[config.mk]
export PLATFORM = sky130hd
export DESIGN_NAME = dual_half_timer
export DESIGN_NICKNAME = d
export VERILOG_FILES = /design/src/timer_pkg.sv /design/src/rtc_divider.sv /design/src/dual_half_timer.sv
export VERILOG_INCLUDE_DIRS = /design/src
export SDC_FILE = /design/constraint.sdc
export NUM_CORES = 1
export LEC_CHECK = 0
export BUFFER_PORTS_ARGS = -buffer_cell sky130_fd_sc_hd__buf_4
export CAP_MARGIN = 10
export CORE_MARGIN = 2
export CORE_UTILIZATION = 42
export DETAILED_ROUTE_END_ITERATION = 10
export GPL_TIMING_DRIVEN = 0
export HOLD_SLACK_MARGIN = 0.05
export PLACE_DENSITY = 0.69
export SLEW_MARGIN = 5
export SYNTH_ARGS = -nofsm -noshare
export SYNTH_HDL_FRONTEND = slang
export SYNTH_SLANG_ARGS = --single-unit
[constraint.sdc]
create_clock -name CLK_SYS -period 4.3 [get_ports CLK_SYS]
set_input_delay 0.86 -clock CLK_SYS [delete_from_list [all_inputs] [get_ports CLK_SYS]]
set_output_delay 0.86 -clock CLK_SYS [all_outputs]
set_load 0.01 [all_outputs]
[src/timer_map.svh]
// register offsets, field positions, reset values and timing counts of the dual half timer
// assumes APB byte addressing with one aligned 32-bit word per register
`ifndef TIMER_MAP_SVH
`define TIMER_MAP_SVH

`define OFF_WIDTH_CFG    12'h000
`define OFF_HALF_A_MODE  12'h004
`define OFF_HALF_B_MODE  12'h008
`define OFF_CONTROL      12'h00c
`define OFF_IRQ_MASK     12'h018
`define OFF_RAW_STATUS   12'h01c
`define OFF_MASK_STATUS  12'h020
`define OFF_IRQ_CLEAR    12'h024
`define OFF_A_LOAD       12'h028
`define OFF_B_LOAD       12'h02c
`define OFF_A_MATCH      12'h030
`define OFF_B_MATCH      12'h034
`define OFF_A_PRESCALE   12'h038
`define OFF_B_PRESCALE   12'h03c
`define OFF_A_COUNT      12'h048
`define OFF_B_COUNT      12'h04c

// control register fields, half b sits 8 bits above half a
`define CTL_EN           0
`define CTL_STALL        1
`define CTL_RTC_RUN      4
`define CTL_OTE          5
`define CTL_B_SHIFT      8

// status, mask and clear fields
`define IRQ_TIMEOUT      0
`define IRQ_CLOCK_MATCH  3
`define IRQ_B_SHIFT      8

`define MODE_ONE_SHOT    2'h1
`define MODE_PERIODIC    2'h2

`define RST_LOAD         16'hffff
`define RST_PRESCALE     8'h00
`define RTC_FIRST_LOAD   32'h00000001

// the clock pin runs at 32.768 kHz and the counter advances at 1 Hz
`define RTC_IN_HZ        32768
`define RTC_OUT_HZ       1

`endif

[src/timer_pkg.sv]
// types shared by the dual half timer and its clock-pin divider
// assumes timer_map.svh is compiled alongside
package timer_pkg;

   typedef enum logic [2:0]
   {
      CFG_32_TIMER = 3'h0,
      CFG_32_RTC   = 3'h1,
      CFG_16_SPLIT = 3'h4
   } width_cfg_t;

   typedef struct packed {
      width_cfg_t       cfg;
      logic [1:0][1:0]  mode;
      logic [1:0]       en;
      logic [1:0]       stall;
      logic [1:0]       ote;
      logic             rtc_run;
      logic [1:0]       im_to;
      logic             im_rtc;
      logic [1:0]       ris_to;
      logic             ris_rtc;
      logic [1:0][15:0] load;
      logic [1:0][15:0] cnt;
      logic [1:0][15:0] match;
      logic [1:0][7:0]  ps;
      logic [1:0][7:0]  pc;
      logic             rtc_seen;
      logic [31:0]      rdata;
      logic             ready;
      logic             slverr;
      logic             irq;
      logic             adc;
   } timer_state_t;

   typedef struct packed {
      logic        sync1;
      logic        sync2;
      logic        prev;
      logic [15:0] edges;
      logic        tick;
   } rtc_div_state_t;

endpackage

[src/rtc_divider.sv]
// synchroniser, rising-edge detector and divider for the external real-time clock pin
// assumes the pin runs far below CLK_SYS so every level lasts several system clocks
`timescale 1ns/1ns
`default_nettype none
`include "timer_map.svh"

module rtc_divider
#(
   parameter int EDGES_PER_TICK = `RTC_IN_HZ / `RTC_OUT_HZ
)
(
   // clock and reset
   input  wire logic CLK_SYS,
   input  wire logic SRST,
   // pin side
   input  wire logic CLOCK_PIN,
   // one-cycle pulse per divided period
   output logic      TICK
);
   import timer_pkg::*;

   rtc_div_state_t st;
   rtc_div_state_t next_st;

   always_comb
   begin
      next_st = st;
      next_st.sync1 = CLOCK_PIN;
      next_st.sync2 = st.sync1;
      next_st.prev = st.sync2;
      next_st.tick = 1'b0;
      // only the second stage feeds the edge detector
      if (st.sync2 && !st.prev)
      begin
         if (st.edges == 16'(EDGES_PER_TICK - 1))
         begin
            next_st.edges = 16'h0000;
            next_st.tick = 1'b1;
         end
         else
         begin
            next_st.edges = st.edges + 16'h0001;
         end
      end
   end

   always_ff @(posedge CLK_SYS)
   begin
      if (SRST)
         st <= '0;
      else
         st <= next_st;
   end

   assign TICK = st.tick;
endmodule
`default_nettype wire

[src/dual_half_timer.sv]
// dual 16-bit half timer with joined 32-bit timer and real-time-clock modes, APB slave
// assumes DEBUG_HALT comes from logic on CLK_SYS; the clock pin is asynchronous
`timescale 1ns/1ns
`default_nettype none
`include "timer_map.svh"

// Functional notes
// - reset leaves block inactive, controls cleared
// - counters and loads reset to ffff
// - prescale counters and registers reset zero
// - config 0 joined timer, 1 joined clock
// - config 4 splits into two halves
// - joined load write fills both halves
// - joined count read returns both halves
// - joined timer down count, mode from half a
// - at zero reload; one-shot clears enable
// - time-out sets sticky raw, masked flags
// - adc trigger only when enabled
// - load write reaches counter next cycle
// - stall bit freezes timer and split count in halt, not clock count
// - clock mode counts up, first load one
// - clock pin divided down to 1 Hz
// - match rolls to zero, sets match flag
// - clock run bit overrides debug stall
// - split halves use 8-bit prescaler
// - half at zero reloads load, prescale
// - half time-out sets its own flags
// - prescale p gives p+1 clocks per count
module dual_half_timer
#(
   parameter int RTC_EDGES = `RTC_IN_HZ / `RTC_OUT_HZ
)
(
   // clock and reset
   input  wire logic        CLK_SYS,
   input  wire logic        SRST,
   // apb slave
   input  wire logic        PSEL,
   input  wire logic        PENABLE,
   input  wire logic        PWRITE,
   input  wire logic [11:0] PADDR,
   input  wire logic [31:0] PWDATA,
   output logic [31:0]      PRDATA,
   output logic             PREADY,
   output logic             PSLVERR,
   // system
   input  wire logic        DEBUG_HALT,
   input  wire logic        CLOCK_PIN,
   output logic             IRQ,
   output logic             ADC_TRIGGER
);
   import timer_pkg::*;

   timer_state_t st;
   timer_state_t next_st;
   logic         rtc_tick;
   logic         setup;
   logic         wr;
   logic         is32;
   logic         split;
   logic [31:0]  cnt32;
   logic [31:0]  load32;
   logic [31:0]  match32;
   logic [1:0]   halted;
   logic [1:0]   run;
   logic [1:0]   to_evt;
   logic         rtc_evt;
   logic [1:0]   clr_to;
   logic         clr_rtc;

   rtc_divider #(.EDGES_PER_TICK(RTC_EDGES)) u_div
   (
      .CLK_SYS   (CLK_SYS),
      .SRST      (SRST),
      .CLOCK_PIN (CLOCK_PIN),
      .TICK      (rtc_tick)
   );

   assign setup   = PSEL && PENABLE && !st.ready;
   assign wr      = PSEL && PENABLE && st.ready && PWRITE;
   assign is32    = (st.cfg == CFG_32_TIMER) || (st.cfg == CFG_32_RTC);
   assign split   = (st.cfg == CFG_16_SPLIT);
   assign cnt32   = {st.cnt[1], st.cnt[0]};
   assign load32  = {st.load[1], st.load[0]};
   assign match32 = {st.match[1], st.match[0]};
   assign clr_to  = {wr && PADDR == `OFF_IRQ_CLEAR && PWDATA[`IRQ_TIMEOUT + `IRQ_B_SHIFT],
                     wr && PADDR == `OFF_IRQ_CLEAR && PWDATA[`IRQ_TIMEOUT]};
   assign clr_rtc = wr && PADDR == `OFF_IRQ_CLEAR && PWDATA[`IRQ_CLOCK_MATCH];

   // per-half run and time-out; in joined timer mode half a carries the whole counter
   for (genvar i = 0; i < 2; i++)
   begin : g_half
      assign halted[i] = DEBUG_HALT && st.stall[i] && !st.rtc_run;
      assign run[i]    = st.en[i] && !halted[i];
      assign to_evt[i] = split ? (run[i] && st.pc[i] == 8'h00 && st.cnt[i] == 16'h0000)
                       : (i == 0 && st.cfg == CFG_32_TIMER && run[0] && cnt32 == 32'h00000000);
   end

   // the clock mode ignores stall bits entirely
   assign rtc_evt = st.cfg == CFG_32_RTC && st.en[0] && rtc_tick && cnt32 == match32;

   always_comb
   begin
      next_st = st;
      next_st.ready = setup;
      next_st.adc = 1'b0;

      // counting
      case (st.cfg)
         CFG_32_TIMER:
         begin
            if (run[0])
            begin
               if (to_evt[0])
               begin
                  {next_st.cnt[1], next_st.cnt[0]} = load32;
                  if (st.mode[0] == `MODE_ONE_SHOT)
                     next_st.en[0] = 1'b0;
               end
               else
               begin
                  {next_st.cnt[1], next_st.cnt[0]} = cnt32 - 32'h00000001;
               end
            end
         end
         CFG_32_RTC:
         begin
            if (st.en[0] && rtc_tick)
            begin
               if (rtc_evt)
                  {next_st.cnt[1], next_st.cnt[0]} = 32'h00000000;
               else
                  {next_st.cnt[1], next_st.cnt[0]} = cnt32 + 32'h00000001;
            end
         end
         CFG_16_SPLIT:
         begin
            for (int i = 0; i < 2; i++)
            begin
               if (run[i])
               begin
                  if (st.pc[i] != 8'h00)
                  begin
                     next_st.pc[i] = st.pc[i] - 8'h01;
                  end
                  else if (st.cnt[i] == 16'h0000)
                  begin
                     next_st.cnt[i] = st.load[i];
                     next_st.pc[i] = st.ps[i];
                     if (st.mode[i] == `MODE_ONE_SHOT)
                        next_st.en[i] = 1'b0;
                  end
                  else
                  begin
                     next_st.cnt[i] = st.cnt[i] - 16'h0001;
                     next_st.pc[i] = st.ps[i];
                  end
               end
            end
         end
         default:
         begin
            next_st.cnt = st.cnt;
         end
      endcase

      // register writes take effect at the edge that completes the access
      if (wr)
      begin
         case (PADDR)
            `OFF_WIDTH_CFG:
            begin
               next_st.cfg = width_cfg_t'(PWDATA[2:0]);
               if (width_cfg_t'(PWDATA[2:0]) == CFG_32_RTC && !st.rtc_seen)
               begin
                  {next_st.cnt[1], next_st.cnt[0]} = `RTC_FIRST_LOAD;
                  next_st.rtc_seen = 1'b1;
               end
            end
            `OFF_HALF_A_MODE: next_st.mode[0] = PWDATA[1:0];
            `OFF_HALF_B_MODE: next_st.mode[1] = PWDATA[1:0];
            `OFF_CONTROL:
            begin
               for (int i = 0; i < 2; i++)
               begin
                  next_st.en[i] = PWDATA[`CTL_EN + i * `CTL_B_SHIFT];
                  next_st.stall[i] = PWDATA[`CTL_STALL + i * `CTL_B_SHIFT];
                  next_st.ote[i] = PWDATA[`CTL_OTE + i * `CTL_B_SHIFT];
               end
               next_st.rtc_run = PWDATA[`CTL_RTC_RUN];
            end
            `OFF_IRQ_MASK:
            begin
               next_st.im_to = {PWDATA[`IRQ_TIMEOUT + `IRQ_B_SHIFT], PWDATA[`IRQ_TIMEOUT]};
               next_st.im_rtc = PWDATA[`IRQ_CLOCK_MATCH];
            end
            `OFF_A_LOAD:
            begin
               next_st.load[0] = PWDATA[15:0];
               next_st.cnt[0] = PWDATA[15:0];
               if (is32)
               begin
                  next_st.load[1] = PWDATA[31:16];
                  next_st.cnt[1] = PWDATA[31:16];
               end
            end
            `OFF_B_LOAD:
            begin
               next_st.load[1] = PWDATA[15:0];
               next_st.cnt[1] = PWDATA[15:0];
            end
            `OFF_A_MATCH:
            begin
               next_st.match[0] = PWDATA[15:0];
               if (is32)
                  next_st.match[1] = PWDATA[31:16];
            end
            `OFF_B_MATCH:    next_st.match[1] = PWDATA[15:0];
            `OFF_A_PRESCALE: next_st.ps[0] = PWDATA[7:0];
            `OFF_B_PRESCALE: next_st.ps[1] = PWDATA[7:0];
            default:         next_st.cfg = st.cfg;
         endcase
      end

      // sticky flags: a new event beats a clear in the same cycle
      next_st.ris_to = (st.ris_to & ~clr_to) | to_evt;
      next_st.ris_rtc = (st.ris_rtc & ~clr_rtc) | rtc_evt;
      next_st.irq = |(next_st.ris_to & next_st.im_to) || (next_st.ris_rtc && next_st.im_rtc);
      next_st.adc = |(to_evt & st.ote);

      // read data is captured in the setup cycle and shown with PREADY
      next_st.slverr = 1'b0;
      if (setup)
      begin
         next_st.rdata = 32'h00000000;
         case (PADDR)
            `OFF_WIDTH_CFG:   next_st.rdata[2:0] = st.cfg;
            `OFF_HALF_A_MODE: next_st.rdata[1:0] = st.mode[0];
            `OFF_HALF_B_MODE: next_st.rdata[1:0] = st.mode[1];
            `OFF_CONTROL:
            begin
               for (int i = 0; i < 2; i++)
               begin
                  next_st.rdata[`CTL_EN + i * `CTL_B_SHIFT] = st.en[i];
                  next_st.rdata[`CTL_STALL + i * `CTL_B_SHIFT] = st.stall[i];
                  next_st.rdata[`CTL_OTE + i * `CTL_B_SHIFT] = st.ote[i];
               end
               next_st.rdata[`CTL_RTC_RUN] = st.rtc_run;
            end
            `OFF_IRQ_MASK:
            begin
               next_st.rdata[`IRQ_TIMEOUT] = st.im_to[0];
               next_st.rdata[`IRQ_TIMEOUT + `IRQ_B_SHIFT] = st.im_to[1];
               next_st.rdata[`IRQ_CLOCK_MATCH] = st.im_rtc;
            end
            `OFF_RAW_STATUS, `OFF_MASK_STATUS:
            begin
               next_st.rdata[`IRQ_TIMEOUT] = st.ris_to[0] && (PADDR == `OFF_RAW_STATUS || st.im_to[0]);
               next_st.rdata[`IRQ_TIMEOUT + `IRQ_B_SHIFT] = st.ris_to[1]
                  && (PADDR == `OFF_RAW_STATUS || st.im_to[1]);
               next_st.rdata[`IRQ_CLOCK_MATCH] = st.ris_rtc && (PADDR == `OFF_RAW_STATUS || st.im_rtc);
            end
            `OFF_IRQ_CLEAR:  next_st.rdata = 32'h00000000;
            `OFF_A_LOAD:     next_st.rdata = is32 ? load32 : {16'h0000, st.load[0]};
            `OFF_B_LOAD:     next_st.rdata[15:0] = st.load[1];
            `OFF_A_MATCH:    next_st.rdata = is32 ? match32 : {16'h0000, st.match[0]};
            `OFF_B_MATCH:    next_st.rdata[15:0] = st.match[1];
            `OFF_A_PRESCALE: next_st.rdata[7:0] = st.ps[0];
            `OFF_B_PRESCALE: next_st.rdata[7:0] = st.ps[1];
            `OFF_A_COUNT:    next_st.rdata = is32 ? cnt32 : {16'h0000, st.cnt[0]};
            `OFF_B_COUNT:    next_st.rdata[15:0] = st.cnt[1];
            default:         next_st.slverr = 1'b1;
         endcase
      end
   end

   always_ff @(posedge CLK_SYS)
   begin
      if (SRST)
      begin
         st <= '0;
         st.cfg <= CFG_32_TIMER;
         st.load <= {2{`RST_LOAD}};
         st.cnt <= {2{`RST_LOAD}};
         st.ps <= {2{`RST_PRESCALE}};
         st.pc <= {2{`RST_PRESCALE}};
      end
      else
      begin
         st <= next_st;
      end
   end

   assign PRDATA = st.rdata;
   assign PREADY = st.ready;
   assign PSLVERR = st.slverr;
   assign IRQ = st.irq;
   assign ADC_TRIGGER = st.adc;
endmodule
`default_nettype wire

==> run summary <==
Status = finished clean
Clock Skew = 26.09 ps
Final-report setup violation count = 0
Max frequency = 239.4 MHz
Clock sinks = 205
Largest net degree at the start of global routing = 15
Final period util = 97.13%
Fin crit period = 4177 ps
Clock Power Share = 53.0%
Yosys cell types = 87
Post-Synthesis Cells = 1675
CTS tree = built
Worst hold margin = 471.1 ps
Vias per inst = 6.750
Layout cells sized above 1 = 14.40%
CTS Root Buffer Type = clkbuf_16
Max_cap viols = 0
Rel. slew slack = 25.82%
Final Cell Area = 15110 µm²
Initial antenna violation count = 1
Detailed-route DRC error count = 0
Row Count = 64
Critical path fanouts, max = 10
Placer Congestion = 1.044
Hold Path Stages = 2
Synth Warn # = 0
CP most frequent cell = clkbuf_1
Hold Path Sink = PRDATA[4]$_SDFFE_PP0P_
Crit path kind = flip-flop to flip-flop
Worst setup EP type = flip-flop
Main synth FF type = dfxtp_1
Core area = 30590 µm²
Worst EP arrival = 4590 ps
Clk slew on worst S/H paths = 60 ps
RSZ-0062 raised after global routing = false
Routed vias = 14856
Yosys reg bits = 205
Ant. Diodes = 0
Worst VDD drop = 0.4685 mV
TNS Setup = 0 ps
Most frequent cells in the layout = 205 x dfxtp_1, 186 x nor2_1, 160 x nand2_1
Crit-path slowest cell = nand4_1
1st-iter DRT viols = 2381
Hold-fix buffer count after cts = 0
I/O Buffers = 81
DIE WIDTH = 180.2 µm
Global-route usage over all layers = 38.17%
Max Slew Vio Count = 0
Power, Total = 4.616 mW
Ys async rst share = 0%
Reg2Reg Setup Slack = 120 ps
Clk buf depth = 3
Worst-Margin Slew = 1113 ps
Post-CTS Setup Bufs = 0
Logic pwr share = 5.5%
Final-report hold violation count = 0
Synth Net Count = 1736
Inst Count DP = 2153
Critical Path RT = 4720 ps
Sw Pwr = 1.117 mW
Later-pin clock latency in the skew report = 570 ps
Hold Path Origin = PRDATA[4]$_SDFFE_PP0P_
Reg2Reg Depth = 10
Worst r2r src = cnt32[0]$_SDFF_PP1_
Number of synthesized flops with an enable pin = 0
Critical Path Start Type = flip-flop
Avg Inst Size Synth = 7.785 µm²
Detail Placement HPWL = 48.43 mm
IO Pins = 87
Number of global-route vias before repair = 13804
Num CTS Buffers = 26
Sequential area share after synthesis = 31.47%
Global-route wire length before repair = 93.36 mm
Post-DP Area = 14150 µm²
Initial core utilization = 42.63%
H-tree Lvls = 1
Worst path cell trace = clkbuf_1 -> inv_1 -> ha_1 -> nor4b_1 -> nand4_1 -> nand2b_1 -> clkbuf_1 -> o211a_1 -> a211oi_1 -> o21ai_0
Seq pwr share = 41.6%
Die area = 32470 µm²
Setup slack at placement = -58.51 ps
Commonest non-fill, non-tap cell in the layout = dfxtp_1
Setup WS post-layout = 123.3 ps
Lkg Pwr = 5.548 nW
Die Y = 180.2 µm
Mapped cell area = 13040 µm²
Final-stage net count = 1846
Final ANT Viol Nets = 0
Total grt overflow = 0
Cell Pwr Density = 305.5 nW/µm²
P_int = 3.498 mW
FF-to-FF End = cnt32[15]$_SDFF_PP1_
Mean routed wirelength per cell = 29.25 µm
Switching Share = 24.21%
WL final = 64.38 mm
Area grow syn2layout = 15.88%
Max stage delay on crit path = 620 ps
Router iterations before antenna repair = 9
Final cell count without fillers = 2201
Finished Core Util = 49.40%
Hold Path Class = flip-flop to flip-flop
[final cells by class]
class / instances / area [µm²]
Buffer: 178 / 908.4
Clock inverter: 13 / 224.0
Clock buffer: 35 / 734.5
Multi-Input combinational cell: 1263 / 7924
Timing Repair Buffer: 82 / 611.8
Tap cell: 396 / 495.5
Inverter: 29 / 108.9
Sequential cell: 205 / 4104
Fill cell: 3078 / 15480
[cell usage after synthesis (8+ instances only)]
cell,number,share of area (%)
o221ai_1,11,0.74
xnor2_1,33,2.2
nand3_1,85,3.3
or3_1,10,0.48
and3_1,23,1.1
inv_1,29,0.83
o31ai_1,17,0.98
nand4_1,16,0.77
mux2i_1,49,3.8
ha_1,10,0.96
nor2_1,186,5.4
nand2_1,160,4.6
buf_6,8,0.69
a22o_1,16,1.1
nor2b_1,10,0.48
dfxtp_1,205,31
or4_1,9,0.52
a211oi_1,37,2.1
nor4_1,29,1.4
a31oi_1,12,0.58
a22oi_1,20,1.2
o211ai_1,16,0.92
nand3b_1,9,0.52
a222oi_1,34,2.6
mux2_2,10,0.86
buf_2,35,1.3
clkbuf_1,94,2.7
xor2_1,48,3.2
nand2b_1,8,0.38
o21ai_0,61,2.3
nor3_1,39,1.5
a221oi_1,20,1.3
buf_4,36,2.1
a211o_1,8,0.54
a21oi_1,135,5.2
a21o_1,11,0.63
[worst max path at each step]
| stage | startpoint | endpoint | cells past startpoint |
|---|---|---|---|
| floorplan | PADDR[2] | IRQ$_SDFF_PP0_ | 8 |
| global placement | cnt32[16]$_SDFF_PP1_ | cnt32[26]$_SDFF_PP1_ | 11 |
| detailed placement | cnt32[16]$_SDFF_PP1_ | cnt32[26]$_SDFF_PP1_ | 11 |
| CTS | cnt32[16]$_SDFF_PP1_ | cnt32[15]$_SDFF_PP1_ | 11 |
| global route | cnt32[16]$_SDFF_PP1_ | cnt32[15]$_SDFF_PP1_ | 11 |
| finish | cnt32[0]$_SDFF_PP1_ | cnt32[15]$_SDFF_PP1_ | 10 |
[layer usage]
layer / routed length, µm / vias up / track usage (%)
li1: - / 6410 / -
met1: 24870 / 6967 / 50.71
met2: 25810 / 1177 / 55.40
met3: 8485 / 300 / 10.02
met4: 5207 / 2 / 22.71
met5: 11 / - / 0
[sequential cells by signal, indices dropped and copies added (netlist names)]
name / count
PRDATA: 32
PREADY: 1
PSLVERR: 1
st: 53
u_div.next_st: 2
u_div.TICK: 1
cnt32: 32
match32: 32
u_div.st: 17
ADC_TRIGGER: 1
IRQ: 1
load32: 32
[cell families (layout without fill, tap and decap cells)]
group	Yosys count	in the layout	synth area share [%]
compound gates	475	475	25.44
buf+inv	207	337	7.791
fa+ha+maj	10	10	0.9595
mux	59	59	4.625
simple gates	638	638	24.28
flops	205	205	31.47
xor+xnor	81	81	5.440
[repair_timing]
action / CTS / global route
pin swaps: 0 / 0
resized for setup: 1 / 4
setup endpoints to repair: 2 / 10
[power by group through the flow]
| stage | clock network [mW] | logic [mW] | registers [mW] |
|---|---|---|---|
| floorplan | 0 | 0.107 | 1.96 |
| global placement | 0 | 0.241 | 1.96 |
| detailed placement | 0 | 0.243 | 1.96 |
| CTS | 2.45 | 0.243 | 1.92 |
| global route | 2.53 | 0.260 | 1.92 |
| finish | 2.44 | 0.253 | 1.92 |
[critical path: cells and delay by family, from the launching register on]
kind | cells | cell delay [ps]
and+or+nand+nor | 3 | 1550
buffers and inverters | 3 | 940
AOI/OAI and AO/OA | 3 | 930
DFF | 1 | 310
adders and majority gates | 1 | 300
Power figures use the tool's default switching activity.
